**src/logic/ddrap_defines.svh**
```systemverilog
// constants for the read auto-precharge link: latencies, burst, timing, geometry
// assumes a single 20 MHz clock; every time is in picoseconds
`ifndef DDRAP_DEFINES_SVH
`define DDRAP_DEFINES_SVH

// ***************************************************************
// mode settings
// ***************************************************************
`define DDRAP_AL 1
`define DDRAP_CL 3
`define DDRAP_BL 4

// ***************************************************************
// timing in picoseconds
// ***************************************************************
`define DDRAP_TCK_PS 50000
`define DDRAP_TRAS_PS 40000
`define DDRAP_TRTP_PS 7500
`define DDRAP_TRP_PS 15000

// ***************************************************************
// fixed clock spacings
// ***************************************************************
`define DDRAP_PREFETCH_GAP 2
`define DDRAP_MIN_RTP_CK 2
`define DDRAP_WR_EXTRA 2

// ***************************************************************
// geometry
// ***************************************************************
`define DDRAP_NBANK 8
`define DDRAP_BA_W 3
`define DDRAP_DQ_W 16
`define DDRAP_FIFO_DEPTH 16
`define DDRAP_CNT_W 8

`endif

```
**src/logic/ddrap_pkg.sv**
```systemverilog
// types shared by both ends of the read auto-precharge link
// assumes nothing beyond a SystemVerilog compiler
package ddrap_pkg;

  // ***************************************************************
  // command encoding on the link
  // ***************************************************************
  typedef enum logic [2:0] {
    DDRAP_NOP,
    DDRAP_ACT,
    DDRAP_RD,
    DDRAP_WR,
    DDRAP_PRE
  } ddrap_cmd_t;

endpackage : ddrap_pkg

```
**src/logic/ddrap_if.sv**
```systemverilog
// link between the memory controller end and the device end
// assumes both ends run on the same clock; only the device end drives the data wires
`timescale 1ns/1ps
`include "ddrap_defines.svh"

interface ddrap_if;

  ddrap_pkg::ddrap_cmd_t cmd; // command, one per clock
  logic [`DDRAP_BA_W-1:0] ba; // bank address
  logic a10; // auto-precharge select on a read
  logic [`DDRAP_DQ_W-1:0] dq_rise; // element on the rising half
  logic [`DDRAP_DQ_W-1:0] dq_fall; // element on the falling half
  logic dq_oe_n; // low while the device drives data
  logic ldqs; // lower strobe, bits 7..0
  logic ldqs_oe_n; // low while lower strobe driven
  logic udqs; // upper strobe, bits 15..8
  logic udqs_oe_n; // low while upper strobe driven

  modport dev (
    input cmd, ba, a10,
    output dq_rise, dq_fall, dq_oe_n, ldqs, ldqs_oe_n, udqs, udqs_oe_n
  );

  modport ctl (
    output cmd, ba, a10,
    input dq_rise, dq_fall, dq_oe_n, ldqs, ldqs_oe_n, udqs, udqs_oe_n
  );

endinterface : ddrap_if

```
**src/logic/ddrap_dev.sv**
```systemverilog
// device end: per-bank auto-precharge scheduling and read data return
// assumes commands arrive registered from the controller on clk; read data
// is supplied from the user side through a 16-word fifo
//
// Operation
// - a10 high on read selects auto precharge
// - read without a10 leaves row open
// - precharge at al plus bl/2 edge
// - postpone precharge until tras met
// - postpone precharge until trtp met
// - trp counted from actual precharge start
// - controller waits al+bl/2-2+(trtp+trp)/tck before activate, or the close edge plus trp when that is longer
// - controller rounds (trtp+trp)/tck up
// - precharge not before two clocks after prefetch
// - other banks accept commands during auto precharge
// - controller spaces reads bl/2 clocks apart after a read with auto precharge
// - write after bl/2+2, pre/act after one
// - controller precharges only after tras met
// - lower strobe low byte, upper strobe high
// - first data after al plus cl
`timescale 1ns/1ps
`include "ddrap_defines.svh"

// ***************************************************************
// fifo in the read data path
// ***************************************************************
module ddrap_fifo #(
  parameter int W = 32,
  parameter int DEPTH = `DDRAP_FIFO_DEPTH
) (
  input wire logic clk,
  input wire logic arst_n,
  input wire logic ce,
  input wire logic in_valid,
  output logic in_ready,
  input wire logic [W-1:0] in_data,
  output logic out_valid,
  input wire logic out_ready,
  output logic [W-1:0] out_data
);
  localparam int AW = $clog2(DEPTH);

  logic [W-1:0] mem [DEPTH]; // storage, no reset needed
  logic [AW:0] wr_ptr_ff; // extra bit tells full from empty
  logic [AW:0] rd_ptr_ff;
  logic push;
  logic pop;

  assign out_valid = (wr_ptr_ff != rd_ptr_ff);
  assign in_ready = (wr_ptr_ff[AW-1:0] != rd_ptr_ff[AW-1:0]) || (wr_ptr_ff[AW] == rd_ptr_ff[AW]);
  assign push = ce && in_valid && in_ready;
  assign pop = ce && out_valid && out_ready;
  assign out_data = mem[rd_ptr_ff[AW-1:0]];

  // storage write
  always_ff @(posedge clk) begin
    if (push) begin
      mem[wr_ptr_ff[AW-1:0]] <= in_data;
    end
  end

  // pointers
  always_ff @(posedge clk or negedge arst_n) begin
    if (!arst_n) begin
      wr_ptr_ff <= '0;
      rd_ptr_ff <= '0;
    end else begin
      if (push) begin
        wr_ptr_ff <= wr_ptr_ff + 1'b1;
      end
      if (pop) begin
        rd_ptr_ff <= rd_ptr_ff + 1'b1;
      end
    end
  end
endmodule : ddrap_fifo

// ***************************************************************
// device end
// ***************************************************************
module ddrap_dev #(
  parameter int AL = `DDRAP_AL,
  parameter int CL = `DDRAP_CL,
  parameter int BL = `DDRAP_BL,
  parameter int NBANK = `DDRAP_NBANK
) (
  input wire logic clk,
  input wire logic arst_n,
  input wire logic ce,
  ddrap_if.dev link,
  input wire logic [2*`DDRAP_DQ_W-1:0] fill_data,
  input wire logic fill_valid,
  output logic fill_ready,
  output logic [NBANK-1:0] bank_open,
  output logic [NBANK-1:0] bank_prech,
  output logic underrun
);
  localparam int CW = `DDRAP_CNT_W;
  localparam int RL = AL + CL;
  localparam int HALF = BL / 2;
  localparam int TRAS_CK = (`DDRAP_TRAS_PS + `DDRAP_TCK_PS - 1) / `DDRAP_TCK_PS;
  localparam int TRP_CK = (`DDRAP_TRP_PS + `DDRAP_TCK_PS - 1) / `DDRAP_TCK_PS;
  localparam int TRTP_RAW = (`DDRAP_TRTP_PS + `DDRAP_TCK_PS - 1) / `DDRAP_TCK_PS;
  localparam int TRTP_CK = (TRTP_RAW > `DDRAP_MIN_RTP_CK) ? TRTP_RAW : `DDRAP_MIN_RTP_CK;
  // last 4-bit prefetch sits al+bl/2-2 after the read
  localparam int PREF_CK = AL + HALF - `DDRAP_PREFETCH_GAP;
  localparam logic [CW-1:0] SCHED_LD = CW'(AL + HALF - 1);
  localparam logic [CW-1:0] RTP_LD = CW'(PREF_CK + TRTP_CK - 1);
  localparam logic [CW-1:0] RAS_LD = CW'(TRAS_CK - 1);
  localparam logic [CW-1:0] RP_LD = CW'(TRP_CK);
  localparam logic [CW-1:0] BEAT_LD = CW'(HALF - 1);

  logic [2*`DDRAP_DQ_W-1:0] fifo_data; // next pair of elements
  logic fifo_valid;
  logic fifo_pop; // drain side, only during a burst
  logic [RL-1:0] lat_line_ff; // read latency delay line
  logic [CW-1:0] beats_ff; // beats left in the burst
  logic burst_start;
  logic in_burst;
  logic is_read;

  // ***************************************************************
  // per-bank precharge scheduling
  // ***************************************************************
  assign is_read = (link.cmd == ddrap_pkg::DDRAP_RD);

  for (genvar b = 0; b < NBANK; b++) begin : g_bank
    logic hit; // command aimed at this bank only
    logic open_ff; // row open
    logic pend_ff; // auto precharge waiting
    logic [CW-1:0] sched_ff; // to al+bl/2 edge
    logic [CW-1:0] ras_ff; // to tras met
    logic [CW-1:0] rtp_ff; // to trtp met after last prefetch
    logic [CW-1:0] rp_ff; // precharge period running
    logic fire;

    assign hit = ce && (link.ba == `DDRAP_BA_W'(b));
    // all three minimums must read zero before the close starts
    assign fire = pend_ff && (sched_ff == '0) && (ras_ff == '0) && (rtp_ff == '0);
    assign bank_open[b] = open_ff;
    assign bank_prech[b] = (rp_ff != '0);

    // row state and pending close, kept apart for each bank
    always_ff @(posedge clk or negedge arst_n) begin
      if (!arst_n) begin
        open_ff <= 1'b0;
        pend_ff <= 1'b0;
      end else if (ce) begin
        if (hit && link.cmd == ddrap_pkg::DDRAP_ACT) begin
          open_ff <= 1'b1;
        end else if (hit && link.cmd == ddrap_pkg::DDRAP_PRE) begin
          open_ff <= 1'b0;
        end else if (fire) begin
          open_ff <= 1'b0;
          // a new closing read landing on the firing edge keeps the flag set
          pend_ff <= hit && is_read && link.a10;
        end else if (hit && is_read && link.a10) begin
          pend_ff <= 1'b1;
        end
        // a plain read changes nothing, the row stays open
      end
    end

    // minimum time counters; each reads zero once satisfied
    always_ff @(posedge clk or negedge arst_n) begin
      if (!arst_n) begin
        sched_ff <= '0;
        ras_ff <= '0;
        rtp_ff <= '0;
      end else if (ce) begin
        if (hit && link.cmd == ddrap_pkg::DDRAP_ACT) begin
          ras_ff <= RAS_LD;
        end else if (ras_ff != '0) begin
          ras_ff <= ras_ff - 1'b1;
        end
        if (hit && is_read && link.a10) begin
          sched_ff <= SCHED_LD;
          rtp_ff <= RTP_LD;
        end else begin
          if (sched_ff != '0) begin
            sched_ff <= sched_ff - 1'b1;
          end
          if (rtp_ff != '0) begin
            rtp_ff <= rtp_ff - 1'b1;
          end
        end
      end
    end

    // precharge period starts at the edge where the close fires,
    // so a late close pushed by trtp shifts trp with it
    always_ff @(posedge clk or negedge arst_n) begin
      if (!arst_n) begin
        rp_ff <= '0;
      end else if (ce) begin
        if (fire || (hit && link.cmd == ddrap_pkg::DDRAP_PRE)) begin
          rp_ff <= RP_LD;
        end else if (rp_ff != '0) begin
          rp_ff <= rp_ff - 1'b1;
        end
      end
    end
  end

  // ***************************************************************
  // read data return
  // ***************************************************************
  ddrap_fifo #(
    .W(2*`DDRAP_DQ_W),
    .DEPTH(`DDRAP_FIFO_DEPTH)
  ) i_ddrap_fifo (
    .clk(clk),
    .arst_n(arst_n),
    .ce(ce),
    .in_valid(fill_valid),
    .in_ready(fill_ready),
    .in_data(fill_data),
    .out_valid(fifo_valid),
    .out_ready(fifo_pop),
    .out_data(fifo_data)
  );

  assign burst_start = lat_line_ff[RL-1];
  assign in_burst = burst_start || (beats_ff != '0);
  assign fifo_pop = in_burst;

  // latency delay line; a read that reaches the end starts data
  always_ff @(posedge clk or negedge arst_n) begin
    if (!arst_n) begin
      lat_line_ff <= '0;
    end else if (ce) begin
      lat_line_ff <= {lat_line_ff[RL-2:0], is_read};
    end
  end

  // beat counter; back-to-back reads at bl/2 reload seamlessly
  always_ff @(posedge clk or negedge arst_n) begin
    if (!arst_n) begin
      beats_ff <= '0;
    end else if (ce) begin
      if (burst_start) begin
        beats_ff <= BEAT_LD;
      end else if (beats_ff != '0) begin
        beats_ff <= beats_ff - 1'b1;
      end
    end
  end

  // data and strobes; an empty fifo sends zeros rather than stall the pins
  always_ff @(posedge clk or negedge arst_n) begin
    if (!arst_n) begin
      link.dq_rise <= '0;
      link.dq_fall <= '0;
      link.dq_oe_n <= 1'b1;
      link.ldqs <= 1'b0;
      link.udqs <= 1'b0;
      link.ldqs_oe_n <= 1'b1;
      link.udqs_oe_n <= 1'b1;
      underrun <= 1'b0;
    end else if (ce) begin
      link.dq_rise <= fifo_valid ? fifo_data[`DDRAP_DQ_W-1:0] : '0;
      link.dq_fall <= fifo_valid ? fifo_data[2*`DDRAP_DQ_W-1:`DDRAP_DQ_W] : '0;
      link.dq_oe_n <= !in_burst;
      // each byte lane has its own strobe
      link.ldqs <= in_burst;
      link.udqs <= in_burst;
      link.ldqs_oe_n <= !in_burst;
      link.udqs_oe_n <= !in_burst;
      underrun <= in_burst && !fifo_valid;
    end
  end
endmodule : ddrap_dev

```
**src/flat_wrapper.sv**
```systemverilog
// flat-port wrapper written by rule: the top's interface ports become plain ports
module ddrap_dev_flat 
#(
  parameter int AL = `DDRAP_AL,
  parameter int CL = `DDRAP_CL,
  parameter int BL = `DDRAP_BL,
  parameter int NBANK = `DDRAP_NBANK
)
  (clk, arst_n, ce, fill_data, fill_valid, fill_ready, bank_open, bank_prech, underrun, link_cmd, link_ba, link_a10, link_dq_rise, link_dq_fall, link_dq_oe_n, link_ldqs, link_ldqs_oe_n, link_udqs, link_udqs_oe_n);
  ddrap_if link_i ();
  input wire logic clk;
  input wire logic arst_n;
  input wire logic ce;
  input wire logic [2*`DDRAP_DQ_W-1:0] fill_data;
  input wire logic fill_valid;
  output logic fill_ready;
  output logic [NBANK-1:0] bank_open;
  output logic [NBANK-1:0] bank_prech;
  output logic underrun;
  input wire logic [$bits(link_i.cmd)-1:0] link_cmd;
  input wire logic [$bits(link_i.ba)-1:0] link_ba;
  input wire logic [$bits(link_i.a10)-1:0] link_a10;
  output wire logic [$bits(link_i.dq_rise)-1:0] link_dq_rise;
  output wire logic [$bits(link_i.dq_fall)-1:0] link_dq_fall;
  output wire logic [$bits(link_i.dq_oe_n)-1:0] link_dq_oe_n;
  output wire logic [$bits(link_i.ldqs)-1:0] link_ldqs;
  output wire logic [$bits(link_i.ldqs_oe_n)-1:0] link_ldqs_oe_n;
  output wire logic [$bits(link_i.udqs)-1:0] link_udqs;
  output wire logic [$bits(link_i.udqs_oe_n)-1:0] link_udqs_oe_n;
  assign link_i.cmd = link_cmd;
  assign link_i.ba = link_ba;
  assign link_i.a10 = link_a10;
  assign link_dq_rise = link_i.dq_rise;
  assign link_dq_fall = link_i.dq_fall;
  assign link_dq_oe_n = link_i.dq_oe_n;
  assign link_ldqs = link_i.ldqs;
  assign link_ldqs_oe_n = link_i.ldqs_oe_n;
  assign link_udqs = link_i.udqs;
  assign link_udqs_oe_n = link_i.udqs_oe_n;
  ddrap_dev #(.AL(AL), .CL(CL), .BL(BL), .NBANK(NBANK)) u_core (.clk(clk), .arst_n(arst_n), .ce(ce), .link(link_i), .fill_data(fill_data), .fill_valid(fill_valid), .fill_ready(fill_ready), .bank_open(bank_open), .bank_prech(bank_prech), .underrun(underrun));
endmodule
```
**config.mk**
```make
export PLATFORM = sky130hd
export DESIGN_NAME = ddrap_dev_flat
export DESIGN_NICKNAME = d
export VERILOG_FILES = /design/src/logic/ddrap_pkg.sv /design/src/logic/ddrap_if.sv /design/src/logic/ddrap_dev.sv /design/src/flat_wrapper.sv
export VERILOG_INCLUDE_DIRS = /design/src /design/src/logic
export SDC_FILE = /design/constraint.sdc
export NUM_CORES = 1
export LEC_CHECK = 0
export CORE_ASPECT_RATIO = 1.5
export CORE_MARGIN = 10
export CORE_UTILIZATION = 45
export CTS_CLUSTER_DIAMETER = 80
export DETAILED_ROUTE_END_ITERATION = 10
export DONT_BUFFER_PORTS = 1
export SKIP_LAST_GASP = 1
export SLEW_MARGIN = 20
export SYNTH_ARGS = -nofsm -noshare
export SYNTH_HDL_FRONTEND = slang
export SYNTH_SLANG_ARGS = --single-unit
```
**constraint.sdc**
```tcl
create_clock -name clk -period 5.2 [get_ports clk]
set_clock_uncertainty 0.05 [all_clocks]
set_input_delay 0 -clock clk [delete_from_list [all_inputs] [get_ports clk]]
set_output_delay 0 -clock clk [all_outputs]
set_load 0.02 [all_outputs]
```
==> flow_summary.ini <==
[run_status]
status = complete, but fails checks
violations = hold timing

[synth]
syn-num-nets = 2681
seq_area_frac_synth_pct = 64.81
async_flop_share_pct = 39.12
synth_edf_count = 512
synth-seq-cells = 841
netlist_area_um2 = 36430
ys.flop_type = edfxtp_1
synth.distinct_cells = 78
yosys_warnings = 0
syn_avg_cell_area_um2 = 14.08
synthCells = 2588

[hold_path]
min_path_type = primary input to asynchronous set/reset pin

[global_routing]
grt_pass1_vias = 22413
use_met2_pct = 31.53
grt_max_degree = 330
antenna_found_initial = 5
globalRouteMet1Util_pct = 19.36
grt_usage_pct = 17.20
grt_most_used_layer = met2
met3_usage_pct = 3.497
grt-ovfl-total = 0
grt_pass1_wl_um = 125900

[setup_path]
required_ns = 5.67
crit_type = register to register
cp.arrival_ns = 4.21
path_max_fanout = 74
crit_path_end_kind = register
startpoint_type = register

[place]
dpl.hpwl_um = 46450
portBuffers = 0
gp_congestion = 0.7634

[job]
maxCapViolations = 0

[finish]
multiInputGateArea_um2 = 11940
regArea_um2 = 23620
drive_gt1_share_pct = 13.52
final_cell_mix = 512 x edfxtp_1, 324 x dfrtp_1, 274 x nor2_1, 128 x mux4_2, 127 x inv_1
final_common_cell = edfxtp_1
area_growth_pct = 12.62
fin_nets = 2724
fillCellCount = 6639

[clock_tree]
post-cts-setup-buffer-count = 0
clock_latency_ns = 0.64
cts_hold_buf = 46
root_buffer = clkbuf_16
clockBufferDepth = 3
numCtsBuffers = 82
cts_resized = 0
ctsHtreeMaxLevel = 3
numClockSinks = 841
tritoncts = built
cts.clk_slew.worst_paths_ns = 0.06

[floorplanning]
die_w_um = 252.3
core_area_um2 = 80090
initial_core_util_pct = 45.49
row_count = 127
die_area_um2 = 92970
ios = 98
dieHeight_um = 368.5

[sta]
holdWs_ns = -0.9725
min_period_ns = 3.741
tns_ns = 0
maxSlewViolCount = 0
setup_viol = 0
rsz0062_at_grt = false
tightestPinTransition_ns = 1.118
fin_crit_sh_pct = 71.94
max_freq_mhz = 267.3
maxSlewHeadroom_pct = 25.05
finalHoldViolCount = 329

[drt]
wirelength_um = 79090
antenna_left = 0
via_per_inst = 5.715
dr.pass1.iters = 5
remaining_drc_errors = 0
vias = 21327
drtIter0Drc = 1373
wl_per_cell_um = 21.19

[pwr]
total_leakage_power_nw = 14.88
ir_drop_uv = 387.5
p_per_area_nw_per_um2 = 528.9
-- cells in the mapped netlist, types with 14 or more instances --
cell type / number / area share [%]
a211oi_1: 37 / 0.76
a21oi_1: 49 / 0.67
and2_1: 38 / 0.65
buf_1: 16 / 0.16
clkbuf_1: 75 / 0.77
dfrtp_1: 328 / 23
edfxtp_1: 512 / 42
ha_1: 50 / 1.7
inv_1: 127 / 1.3
mux2i_1: 39 / 1.1
mux4_2: 128 / 7.9
nand2_1: 79 / 0.81
nand2b_1: 14 / 0.24
nand3_1: 55 / 0.76
nand4_1: 26 / 0.45
nand4b_1: 20 / 0.48
nor2_1: 282 / 2.9
nor2b_1: 41 / 0.70
nor3_1: 49 / 0.67
nor3b_1: 15 / 0.31
nor4_1: 55 / 0.94
o211ai_1: 14 / 0.29
o21ai_0: 56 / 0.77
o31ai_1: 15 / 0.31
o32ai_1: 32 / 0.77
or2_2: 15 / 0.26
or3_1: 31 / 0.53
or4_1: 29 / 0.60
xnor2_1: 71 / 1.7
xor2_1: 91 / 2.2
-- cells by family (layout without fill, tap and decap cells) --
kind of cell	Yosys count	count (layout)	synth area share [%]
compound gates	310	310	5.980
xor+xnor	162	162	3.895
fa+ha+maj	50	50	1.717
buf+inv	244	355	2.710
flops	841	841	64.81
mux	174	174	9.201
other cells	0	1	0
simple gates	807	807	11.69
-- final timing paths --
check | start | to | slack [ns] | depth (start not counted)
worst min-delay path | arst_n | u_core.g_bank[1].ras_ff[4]$_DFFE_PN0P_ | -0.97 | 0
worst max-delay path | u_core.i_ddrap_fifo.rd_ptr_ff[2]$_DFFE_PN0P_ | u_core.link.dq_fall[0]$_DFFE_PN0P_ | 1.46 | 7
worst max register to register | u_core.i_ddrap_fifo.rd_ptr_ff[2]$_DFFE_PN0P_ | u_core.link.dq_fall[0]$_DFFE_PN0P_ | 1.46 | 7
min in group clk | link_cmd[1] | u_core.g_bank[6].ras_ff[1]$_DFFE_PN0P_ | 0.07 | 3
max in group asynchronous | arst_n | u_core.g_bank[4].rp_ff[7]$_DFFE_PN0P_ | 5.26 | 0
worst min register to register | u_core.g_bank[5].pend_ff$_DFFE_PN0P_ | u_core.g_bank[5].pend_ff$_DFFE_PN0P_ | 0.43 | 1
-- stage by stage --
step | utilization [%] | setup slack, ns | instance area [um^2] | power (W) | cells
finish | 51.23 | 1.459 | 41030 | 0.02170 | 3732
global route | 51.23 | 1.183 | 41030 | 0.02306 | 3732
CTS | 51.18 | 1.393 | 40990 | 0.02197 | 3730
detailed placement | 47.00 | 1.697 | 37640 | 0.01557 | 3532
global placement | 46.83 | 1.590 | 37510 | 0.01529 | 3527
floorplan | - | 0.2146 | 36430 | 0.01413 | 2588
-- worst max-delay path, cell delays in order, from the launching register on --
cell,delay (ns)
dfrtp_4,0.41
buf_4,0.81
buf_4,0.83
mux4_2,0.40
nor2b_1,0.14
a211oi_1,0.25
o32ai_1,0.11
dlygate4sd3_1,0.60
-- registers in the layout (all words and copies together) (netlist names) --
| signal | flops |
|---|---|
| u_core.beats_ff | 8 |
| u_core.g_bank.open_ff | 8 |
| u_core.g_bank.pend_ff | 8 |
| u_core.g_bank.ras_ff | 64 |
| u_core.g_bank.rp_ff | 64 |
| u_core.g_bank.rtp_ff | 64 |
| u_core.g_bank.sched_ff | 64 |
| u_core.i_ddrap_fifo.mem | 512 |
| u_core.i_ddrap_fifo.rd_ptr_ff | 5 |
| u_core.i_ddrap_fifo.wr_ptr_ff | 5 |
| u_core.lat_line_ff | 4 |
| u_core.link.dq_fall | 16 |
| u_core.link.dq_oe_n | 1 |
| u_core.link.dq_rise | 16 |
| u_core.link.ldqs | 1 |
| u_core.underrun | 1 |
-- cell type report --
class                   instances  area share (%)
diodes                          1        0.006099
clock buffers                 108           5.587
clock inverters                44           1.394
inverters                     128           1.171
multi-input cells            1503           29.11
flip-flops and latches        841           57.57
well taps                    1032           3.147
repair buffers                 75           2.013
-- per-layer routing --
layer  share of wire, %  vias to the layer above  wire length [um]
met5              0.047                        -                37
met4                2.9                        8              2330
met3                5.1                      142              4015
met2                 53                      411             42050
met1                 39                    10958             30660
li1                   -                     9808                 -
-- where the power goes --
part / total [W] / internal, W / switching, W
sequential: 0.00991 / 0.00844 / 0.00147
clock: 0.00620 / 0.00364 / 0.00257
combinational: 0.00558 / 0.00272 / 0.00286
No activity file was read; power rests on OpenSTA's default activity.
